## src/core/pgs_pkg.sv

```systemverilog
// Package with constants and carrier types of the power-good signal logic.
package pgs_pkg;
  localparam int unsigned CLK_MHZ       = 100;
  localparam int unsigned GATE_TIME_US  = 800;
  localparam int unsigned GATE_CYCLES   = GATE_TIME_US * CLK_MHZ;
  localparam int unsigned RISE_DELAY_MS = 11;
  localparam int unsigned RISE_CYCLES   = RISE_DELAY_MS * 1000 * CLK_MHZ;
  localparam int unsigned N_RAIL        = 3;
  localparam int unsigned N_FLT         = 9;
  localparam int unsigned N_SEL         = 7;
  // Fault bit positions; rails occupy 0 to 2.
  localparam int unsigned FLT_ANALOG_SUPPLY_INPUT  = 3;
  localparam int unsigned FLT_EXTERNAL_MONITOR_ONE = 4;
  localparam int unsigned FLT_EXTERNAL_MONITOR_TWO = 5;
  localparam int unsigned FLT_TWARN = 6;
  localparam int unsigned FLT_TSD   = 7;
  localparam int unsigned FLT_OVP   = 8;
  localparam logic [8:0] FLT_RST = 9'h000;
  localparam logic       PG_RST  = 1'b0;
  localparam logic       MODE_GATED = 1'b0;
  localparam logic       MODE_CONT  = 1'b1;
  typedef struct packed {
    logic enabled;
    logic mon_en;
    logic uv_ok;
    logic ov_ok;
    logic start_dly;
    logic v_change;
    logic ramping;
  } pgs_rail_t;
  typedef struct packed {
    logic       gated_or_continuous_sel;
    logic       fault_holds_output;
    logic       assert_delay_option;
    logic [6:0] src_sel;
  } pgs_cfg_t;
  typedef enum logic [1:0] {
    ST_LOAD = 2'b00,
    ST_WAIT = 2'b01,
    ST_RUN  = 2'b10
  } pgs_state_t;
endpackage

```

## src/core/pgs_power_good.sv

```systemverilog
// Top of the power-good signal logic: two outputs with latched faults.
`timescale 1ns/1ns
`default_nettype none
module pgs_power_good #(
  parameter int unsigned GATE_CYCLES = pgs_pkg::GATE_CYCLES,
  parameter int unsigned RISE_CYCLES = pgs_pkg::RISE_CYCLES
) (
  input  wire logic                  i_core_clk,
  input  wire logic                  i_nrst,
  input  wire logic                  i_ce,
  input  wire logic                  i_otp_busy,
  input  wire logic                  i_standby_reached,
  input  wire pgs_pkg::pgs_rail_t    i_rail [pgs_pkg::N_RAIL],
  input  wire logic                  i_window_check_sel,
  input  wire logic                  i_analog_supply_input_ok,
  input  wire logic                  i_external_monitor_one_ok,
  input  wire logic                  i_external_monitor_two_ok,
  input  wire logic                  i_thermal_warn,
  input  wire logic                  i_thermal_shutdown,
  input  wire logic                  i_supply_overvoltage,
  input  wire pgs_pkg::pgs_cfg_t     i_cfg_a,
  input  wire pgs_pkg::pgs_cfg_t     i_cfg_b,
  input  wire logic [1:0]            i_clr_step_down,
  input  wire logic                  i_clr_step_up,
  input  wire logic [2:0]            i_clr_diagnostic,
  input  wire logic [2:0]            i_clr_top,
  output var  logic                  o_power_good_out_a,
  output var  logic                  o_power_good_out_b,
  output var  logic [8:0]            o_fault_latch_a,
  output var  logic [8:0]            o_fault_latch_b
);

  localparam int unsigned NR = pgs_pkg::N_RAIL;
  localparam int unsigned NF = pgs_pkg::N_FLT;

  // Invalid check shared by every rail.
  function automatic logic rail_bad(input logic uv_ok,
                                    input logic ov_ok,
                                    input logic win);
    rail_bad = ~uv_ok | (win & ~ov_ok);
  endfunction

  pgs_pkg::pgs_state_t state_q;
  pgs_pkg::pgs_state_t state_d;
  logic                run_w;
  logic                otp_exit_w;

  always_comb begin
    state_d = state_q;
    case (state_q)
      pgs_pkg::ST_LOAD: if (!i_otp_busy) state_d = pgs_pkg::ST_WAIT;
      pgs_pkg::ST_WAIT: if (i_standby_reached) state_d = pgs_pkg::ST_RUN;
      pgs_pkg::ST_RUN:  state_d = pgs_pkg::ST_RUN;
      default:          state_d = pgs_pkg::ST_LOAD;
    endcase
  end

  assign run_w      = (state_q == pgs_pkg::ST_RUN);
  assign otp_exit_w = (state_q == pgs_pkg::ST_LOAD) & ~i_otp_busy;

  always_ff @(posedge i_core_clk) begin
    if (!i_nrst) state_q <= pgs_pkg::ST_LOAD;
    else if (i_ce) state_q <= state_d;
  end

  // Per-rail live status, independent of the output.
  logic [NR-1:0] act_w;
  logic [NR-1:0] inval_w;
  logic [NR-1:0] open_w;
  logic [NR-1:0] nok_cont_w;

  for (genvar r = 0; r < NR; r++) begin : g_rail
    assign act_w[r] = i_rail[r].enabled & i_rail[r].mon_en;
    assign inval_w[r] = act_w[r] & rail_bad(i_rail[r].uv_ok,
                                            i_rail[r].ov_ok,
                                            i_window_check_sel);
    // Continuous mode has no mask: delay, ramp and invalid all count.
    assign nok_cont_w[r] = act_w[r] & (inval_w[r]
                                       | i_rail[r].start_dly
                                       | i_rail[r].ramping);

    pgs_rail_gate #(
      .CYCLES (GATE_CYCLES)
    ) u_gate (
      .i_core_clk (i_core_clk),
      .i_nrst     (i_nrst),
      .i_ce       (i_ce),
      .i_en       (i_rail[r].enabled),
      .i_restart  (i_rail[r].v_change),
      .i_hold     (i_rail[r].start_dly),
      .o_open     (open_w[r])
    );
  end

  // Input and thermal events shared by both outputs.
  logic [NF-1:NR] in_evt_w;
  assign in_evt_w[pgs_pkg::FLT_ANALOG_SUPPLY_INPUT]  = ~i_analog_supply_input_ok;
  assign in_evt_w[pgs_pkg::FLT_EXTERNAL_MONITOR_ONE] = ~i_external_monitor_one_ok;
  assign in_evt_w[pgs_pkg::FLT_EXTERNAL_MONITOR_TWO] = ~i_external_monitor_two_ok;
  assign in_evt_w[pgs_pkg::FLT_TWARN] = i_thermal_warn;
  assign in_evt_w[pgs_pkg::FLT_TSD]   = i_thermal_shutdown;
  assign in_evt_w[pgs_pkg::FLT_OVP]   = i_supply_overvoltage;

  // Clear strobes, each mapped from its owning interrupt register.
  logic [NF-1:0] clr_w;
  assign clr_w[1:0] = i_clr_step_down;
  assign clr_w[2]   = i_clr_step_up;
  assign clr_w[pgs_pkg::FLT_EXTERNAL_MONITOR_TWO:pgs_pkg::FLT_ANALOG_SUPPLY_INPUT] = i_clr_diagnostic;
  assign clr_w[pgs_pkg::FLT_OVP:pgs_pkg::FLT_TWARN]  = i_clr_top;

  pgs_pkg::pgs_cfg_t cfg_w [2];
  assign cfg_w[0] = i_cfg_a;
  assign cfg_w[1] = i_cfg_b;

  logic [NF-1:0] flt_q [2];
  logic [NF-1:0] flt_d [2];
  logic          pg_q  [2];
  logic          pg_d  [2];

  for (genvar k = 0; k < 2; k++) begin : g_out
    wire           cont_w = (cfg_w[k].gated_or_continuous_sel == pgs_pkg::MODE_CONT);
    wire [NR-1:0]  rsel_w = cfg_w[k].src_sel[NR-1:0];
    wire [NR-1:0]  rset_g_w;
    wire [NR-1:0]  rset_w;
    wire [NF-1:0]  set_w;
    wire           hold_rail_w;
    wire           hold_in_w;
    wire           live_w;
    wire           raw_w;

    // Gated mode only sees a rail once its mask window has closed.
    assign rset_g_w = rsel_w & inval_w & ~open_w;
    assign rset_w   = cont_w ? (rsel_w & inval_w) : rset_g_w;

    assign set_w[NR-1:0] = run_w ? rset_w : '0;
    assign set_w[pgs_pkg::FLT_TWARN:NR] = run_w ?
      (cfg_w[k].src_sel[pgs_pkg::FLT_TWARN:NR] & in_evt_w[pgs_pkg::FLT_TWARN:NR])
      : '0;
    // Shutdown and overvoltage always pull the output to its default.
    assign set_w[NF-1:pgs_pkg::FLT_TSD] = run_w ?
      in_evt_w[NF-1:pgs_pkg::FLT_TSD] : '0;

    // Set wins over a clear arriving in the same cycle.
    assign flt_d[k] = otp_exit_w ? pgs_pkg::FLT_RST
                                 : (set_w | (flt_q[k] & ~clr_w));

    // Gated mode stalls on any pending rail fault; continuous only on request.
    assign hold_rail_w = (|flt_q[k][NR-1:0])
                         & (~cont_w | cfg_w[k].fault_holds_output);
    assign hold_in_w = |flt_q[k][NF-1:NR];

    assign live_w = cont_w ? (|(rsel_w & nok_cont_w))
                           : (|set_w);

    assign raw_w = run_w & ~live_w & ~hold_rail_w & ~hold_in_w & ~(|set_w);

    pgs_rise_delay #(
      .CYCLES (RISE_CYCLES)
    ) u_rise (
      .i_core_clk (i_core_clk),
      .i_nrst     (i_nrst),
      .i_ce       (i_ce),
      .i_good     (raw_w),
      .i_option   (cfg_w[k].assert_delay_option),
      .o_good     (pg_d[k])
    );

    always_ff @(posedge i_core_clk) begin
      if (!i_nrst) begin
        flt_q[k] <= pgs_pkg::FLT_RST;
        pg_q[k]  <= pgs_pkg::PG_RST;
      end else if (i_ce) begin
        flt_q[k] <= flt_d[k];
        pg_q[k]  <= pg_d[k];
      end
    end
  end

  assign o_power_good_out_a = pg_q[0];
  assign o_power_good_out_b = pg_q[1];
  assign o_fault_latch_a    = flt_q[0];
  assign o_fault_latch_b    = flt_q[1];

endmodule // pgs_power_good
`default_nettype wire

```

## src/core/pgs_rail_gate.sv

```systemverilog
// Per-rail masking window timer for gated power-good mode.
`timescale 1ns/1ns
`default_nettype none
module pgs_rail_gate #(
  parameter int unsigned CYCLES = pgs_pkg::GATE_CYCLES,
  parameter int unsigned W      = $clog2(CYCLES + 1)
) (
  input  wire logic i_core_clk,
  input  wire logic i_nrst,
  input  wire logic i_ce,
  input  wire logic i_en,
  input  wire logic i_restart,
  input  wire logic i_hold,
  output var  logic o_open
);
  logic [W-1:0] cnt_q;
  logic         en_q;
  wire          start_w = (i_en & ~en_q) | i_restart | i_hold;
  localparam logic [W-1:0] LOAD = W'(CYCLES);

  // Restart on enable, on each voltage change and while start-up delay runs.
  always_ff @(posedge i_core_clk) begin
    if (!i_nrst) begin
      cnt_q <= '0;
      en_q  <= 1'b0;
    end else if (i_ce) begin
      en_q <= i_en;
      if (!i_en) cnt_q <= '0;
      else if (start_w) cnt_q <= LOAD;
      else if (cnt_q != '0) cnt_q <= cnt_q - W'(1);
    end
  end

  assign o_open = i_en & (start_w | (cnt_q != '0));
endmodule // pgs_rail_gate
`default_nettype wire

```

## src/core/pgs_rise_delay.sv

```systemverilog
// Optional assertion delay applied to a raw power-good level.
`timescale 1ns/1ns
`default_nettype none
module pgs_rise_delay #(
  parameter int unsigned CYCLES = pgs_pkg::RISE_CYCLES,
  parameter int unsigned W      = $clog2(CYCLES + 1)
) (
  input  wire logic i_core_clk,
  input  wire logic i_nrst,
  input  wire logic i_ce,
  input  wire logic i_good,
  input  wire logic i_option,
  output var  logic o_good
);
  logic [W-1:0] cnt_q;
  localparam logic [W-1:0] LIM = W'(CYCLES);

  always_ff @(posedge i_core_clk) begin
    if (!i_nrst) cnt_q <= '0;
    else if (i_ce) begin
      if (!i_good) cnt_q <= '0;
      else if (cnt_q != LIM) cnt_q <= cnt_q + W'(1);
    end
  end

  // Any drop of the raw level restarts the full delay.
  assign o_good = i_good & (~i_option | (cnt_q == LIM));
endmodule // pgs_rise_delay
`default_nettype wire

```

## config.mk

```make
export PLATFORM = sky130hd
export DESIGN_NAME = pgs_power_good
export DESIGN_NICKNAME = d
export VERILOG_FILES = /design/src/core/pgs_pkg.sv /design/src/core/pgs_power_good.sv /design/src/core/pgs_rail_gate.sv /design/src/core/pgs_rise_delay.sv
export SDC_FILE = /design/constraint.sdc
export NUM_CORES = 1
export LEC_CHECK = 0
export BUFFER_PORTS_ARGS = -buffer_cell sky130_fd_sc_hd__buf_2
export CAP_MARGIN = 40
export CORE_ASPECT_RATIO = 2
export CORE_UTILIZATION = 44
export CTS_CLUSTER_SIZE = 14
export DETAILED_ROUTE_END_ITERATION = 8
export PLACE_DENSITY = 0.67
export SLEW_MARGIN = 25
export SYNTH_ARGS = -nofsm -noshare
export SYNTH_HDL_FRONTEND = slang
export SYNTH_SLANG_ARGS = --single-unit
export TNS_END_PERCENT = 1
```

## constraint.sdc

```tcl
create_clock -name i_core_clk -period 3.6 [get_ports i_core_clk]
set_input_delay 1.08 -clock i_core_clk [delete_from_list [all_inputs] [get_ports i_core_clk]]
set_output_delay 1.08 -clock i_core_clk [all_outputs]
set_load 0.05 [all_outputs]
```

==> impl_results.md <==
- Routed WL: 18.4 mm
- Buf/Inv on CP: 1
- Vias post-DR: 6515
- Crit-path max FO: 15
- Largest cells by area after synthesis: dfxtp_1 (30%), edfxtp_1 (8.5%), nand2_1 (5.2%)
- Slowest cell delay on critical path: 670 ps
- CP endpoint kind: flip-flop
- Leakage: around 0.0031 uW
- Number of max-cap violations: 0
- Minimum clock period: 3000 ps
- FFs w/ async S/R, synth: 0
- Total CTS buffers: 17
- Setup_tns: 0 ps
- Ys flop type: dfxtp_1
- TritonCTS clock tree: done
- Share of cells above drive strength 1: 0.151
- Register area share after synthesis: 0.382
- Synthesized area: 6680 sq um
- Critical path's top delay family: simple AND/OR/NAND/NOR gates
- Post-synth top cells: dfxtp_1 (99), nand2_1 (92), nor2_1 (91), nand3_1 (50), a21oi_1 (43)
- Synthesized instance count: 829
- CTS max path bufs: 2
- Status: completed
- Setup ws final: between 600 and 700 ps
- Port Buffers: 81
- Slew Viols, Final: 0
- HP Class: reg2reg
- Pre-CTS setup slack: 175 ps
- Initial DRC count: 328
- Syn Nets: ~910
- Clock Skew: 12.6 ps
- Detail Route Antenna Nets: 0
- Final setup vio count: 0
- Core area: 14800 sq um
- Slowest CP cell: or3_1
- GRT Overall Usage: 0.245
- Worst Setup Start Kind: input pin
- Initial antenna violation count: 1
- Pre-antenna DRT Iters: 5
- Post-synth cell types: 69
- Clk root buf: clkbuf_16
- Yosys top cell area share: 0.297
- First-pass GRT wire length: between 20 and 30 mm
- Vias in the first global route: 6162
- Net Switching: 1020 uW
- # hold bufs at CTS: 0
- Max VDD drop: 0.343 mV
- Worst-margin pin slew: 730 ps
- Flops & latches, synth: 118
- Die H: 176 um
- WP data required: 3930 ps
- Fin. Hold Viols: 0
- Post_cts resized: 0
- Largest net degree at the start of global routing: 36
- H-tree levels: 4
- Top-count cell post-synth: dfxtp_1
- Detailed-route DRC error count: 0
- Cell chain of the critical path: buf_2, nand2b_1, nand2_1, o311a_1, o32a_1, or2_1, or3_1, o31ai_1
- YS warnings: 0
- Detailed placement HPWL: 13.5 mm
- Kind of critical path: in2reg
- Int Pwr: 2830 uW
- Final GP Congestion: 0.863
- Highest Clock Rate: 334 MHz
- Part of the cycle the worst path needs: 0.832
- Num rows: 63
- Sw frac: 0.264
- Synth area leader: dfxtp_1
- Area grow syn2layout: 19.1%
- RSZ-0062 raised after global routing: no
- Wire per inst: 16.4 um
- Clock transition at path regs: 50 ps
- Vias per Instance: between 5 and 6
- Min Hold Slack: 471 ps
- Total power: between 3000 and 4000 uW
- Gr ovfl total: 0
- Sequential cell fraction of total power: 0.376
- Arr. time, crit path: 3320 ps
- Die area: 15700 sq um
- Post-synth EDFFs: 19
- IO Pins: 82
- Mean Syn Cell Area: 8.06 sq um
- Initial Utilization: 0.451
- Comb power frac: 0.142
- Clk Latency, worst-skew pair: 420 ps
- Setup repair bufs after CTS: 0
- Horiz. Die Dim: just under 90 um
- Clk pwr share: 0.482
- Num Clock Sinks: 118
- Worst relative slew slack: 0.509
- Power Dens Cells: 484 nW/um^2
- Fin nets: 990
[power by group through the flow]
stage | Sequential [uW] | Clock (uW) | Combinational (uW)
6_report | 1450 | 1860 | 545
5_1_grt | 1460 | 1940 | 608
4_1_cts | 1450 | 1880 | 543
3_5_place_dp | 1470 | 0 | 539
3_3_place_gp | 1470 | 0 | 536
2_1_floorplan | 1500 | 0 | 347
[metal layers]
metal,GRT usage,share of wire
met1,0.256,0.39
met2,0.453,0.54
met3,0.0500,0.046
met4,0.108,0.027
met5,0,0
[placed cells by master (no fill, tap or decap), types with 6 or more instances in the layout]
master     instances
dfxtp_1           99
a22o_1            11
and3_1            15
nand2_1           92
a31oi_1            9
xor2_1            11
or4_1             10
edfxtp_1          19
inv_1             30
o31ai_1           10
xnor2_1           19
nand3_1           50
nand2b_1          14
nand4_1           33
o21ai_0           36
buf_4             16
nor3_1            20
nor2_1            91
nor4b_1            8
clkbuf_16         17
o21ai_1           11
a21oi_1           43
a21o_1             6
ha_1              14
or3_1             12
nor2b_1           18
buf_2             81
nor4_1            22
and2_1             9
[cell families (layout without fill, tap and decap cells)]
group,after synthesis,count (layout),synth area share
multiplexers,6,6,0.00918
XOR/XNOR,30,30,0.0393
flip-flops,118,118,0.382
AO/OA/AOI/OAI,175,175,0.175
buffers and inverters,63,161,0.0376
other,0,1,0
adder cells (fa/ha/maj),14,14,0.0262
AND/OR/NAND/NOR,423,423,0.330
[sequential cells by signal, summed over array words and instances (netlist names)]
name and flops:
g_rail.u_gate.cnt_q 51, state_q 2, flt_q 18, g_rail.u_gate.en_q 3, g_out.u_rise.cnt_q 42, pg_q 2
[worst paths after layout]
| kind | slack, ps | start | depth (start not counted) | endpoint |
|---|---|---|---|---|
| max | 600 | i_window_check_sel | 8 | g_out[0].u_rise.cnt_q[14] |
| min | 470 | pg_q[1] | 2 | pg_q[1] |
| max reg2reg | 740 | state_q[0] | 10 | g_out[1].u_rise.cnt_q[5] |
| min reg2reg | 470 | pg_q[1] | 2 | pg_q[1] |
[tightest hold or removal path, stage by stage (launching register included)]
cell	delay, ps
dfxtp_1	300
inv_1	50
o21ai_0	70
[metrics by stage]
| step | util | cell area (sq um) | cells |
|---|---|---|---|
| after floorplan | - | 6680 | 829 |
| after global routing | 0.537 | 7960 | 1123 |
| after CTS | 0.537 | 7950 | 1122 |
| after global placement | 0.494 | 7320 | 1090 |
| after detailed placement | 0.494 | 7320 | 1090 |
| final | 0.537 | 7960 | 1123 |
[final cells by class]
type                            instances  area [sq um]
Sequential cell                       118          2550
Antenna cell                            1          2.50
Tap cell                              195           244
Clock buffer                           20           447
Fill cell                            1484          6860
Inverter                               32           120
Timing Repair Buffer                   97           526
Multi-Input combinational cell        648          3880
Clock inverter                         12           183
Power figures use the tool's default switching activity.
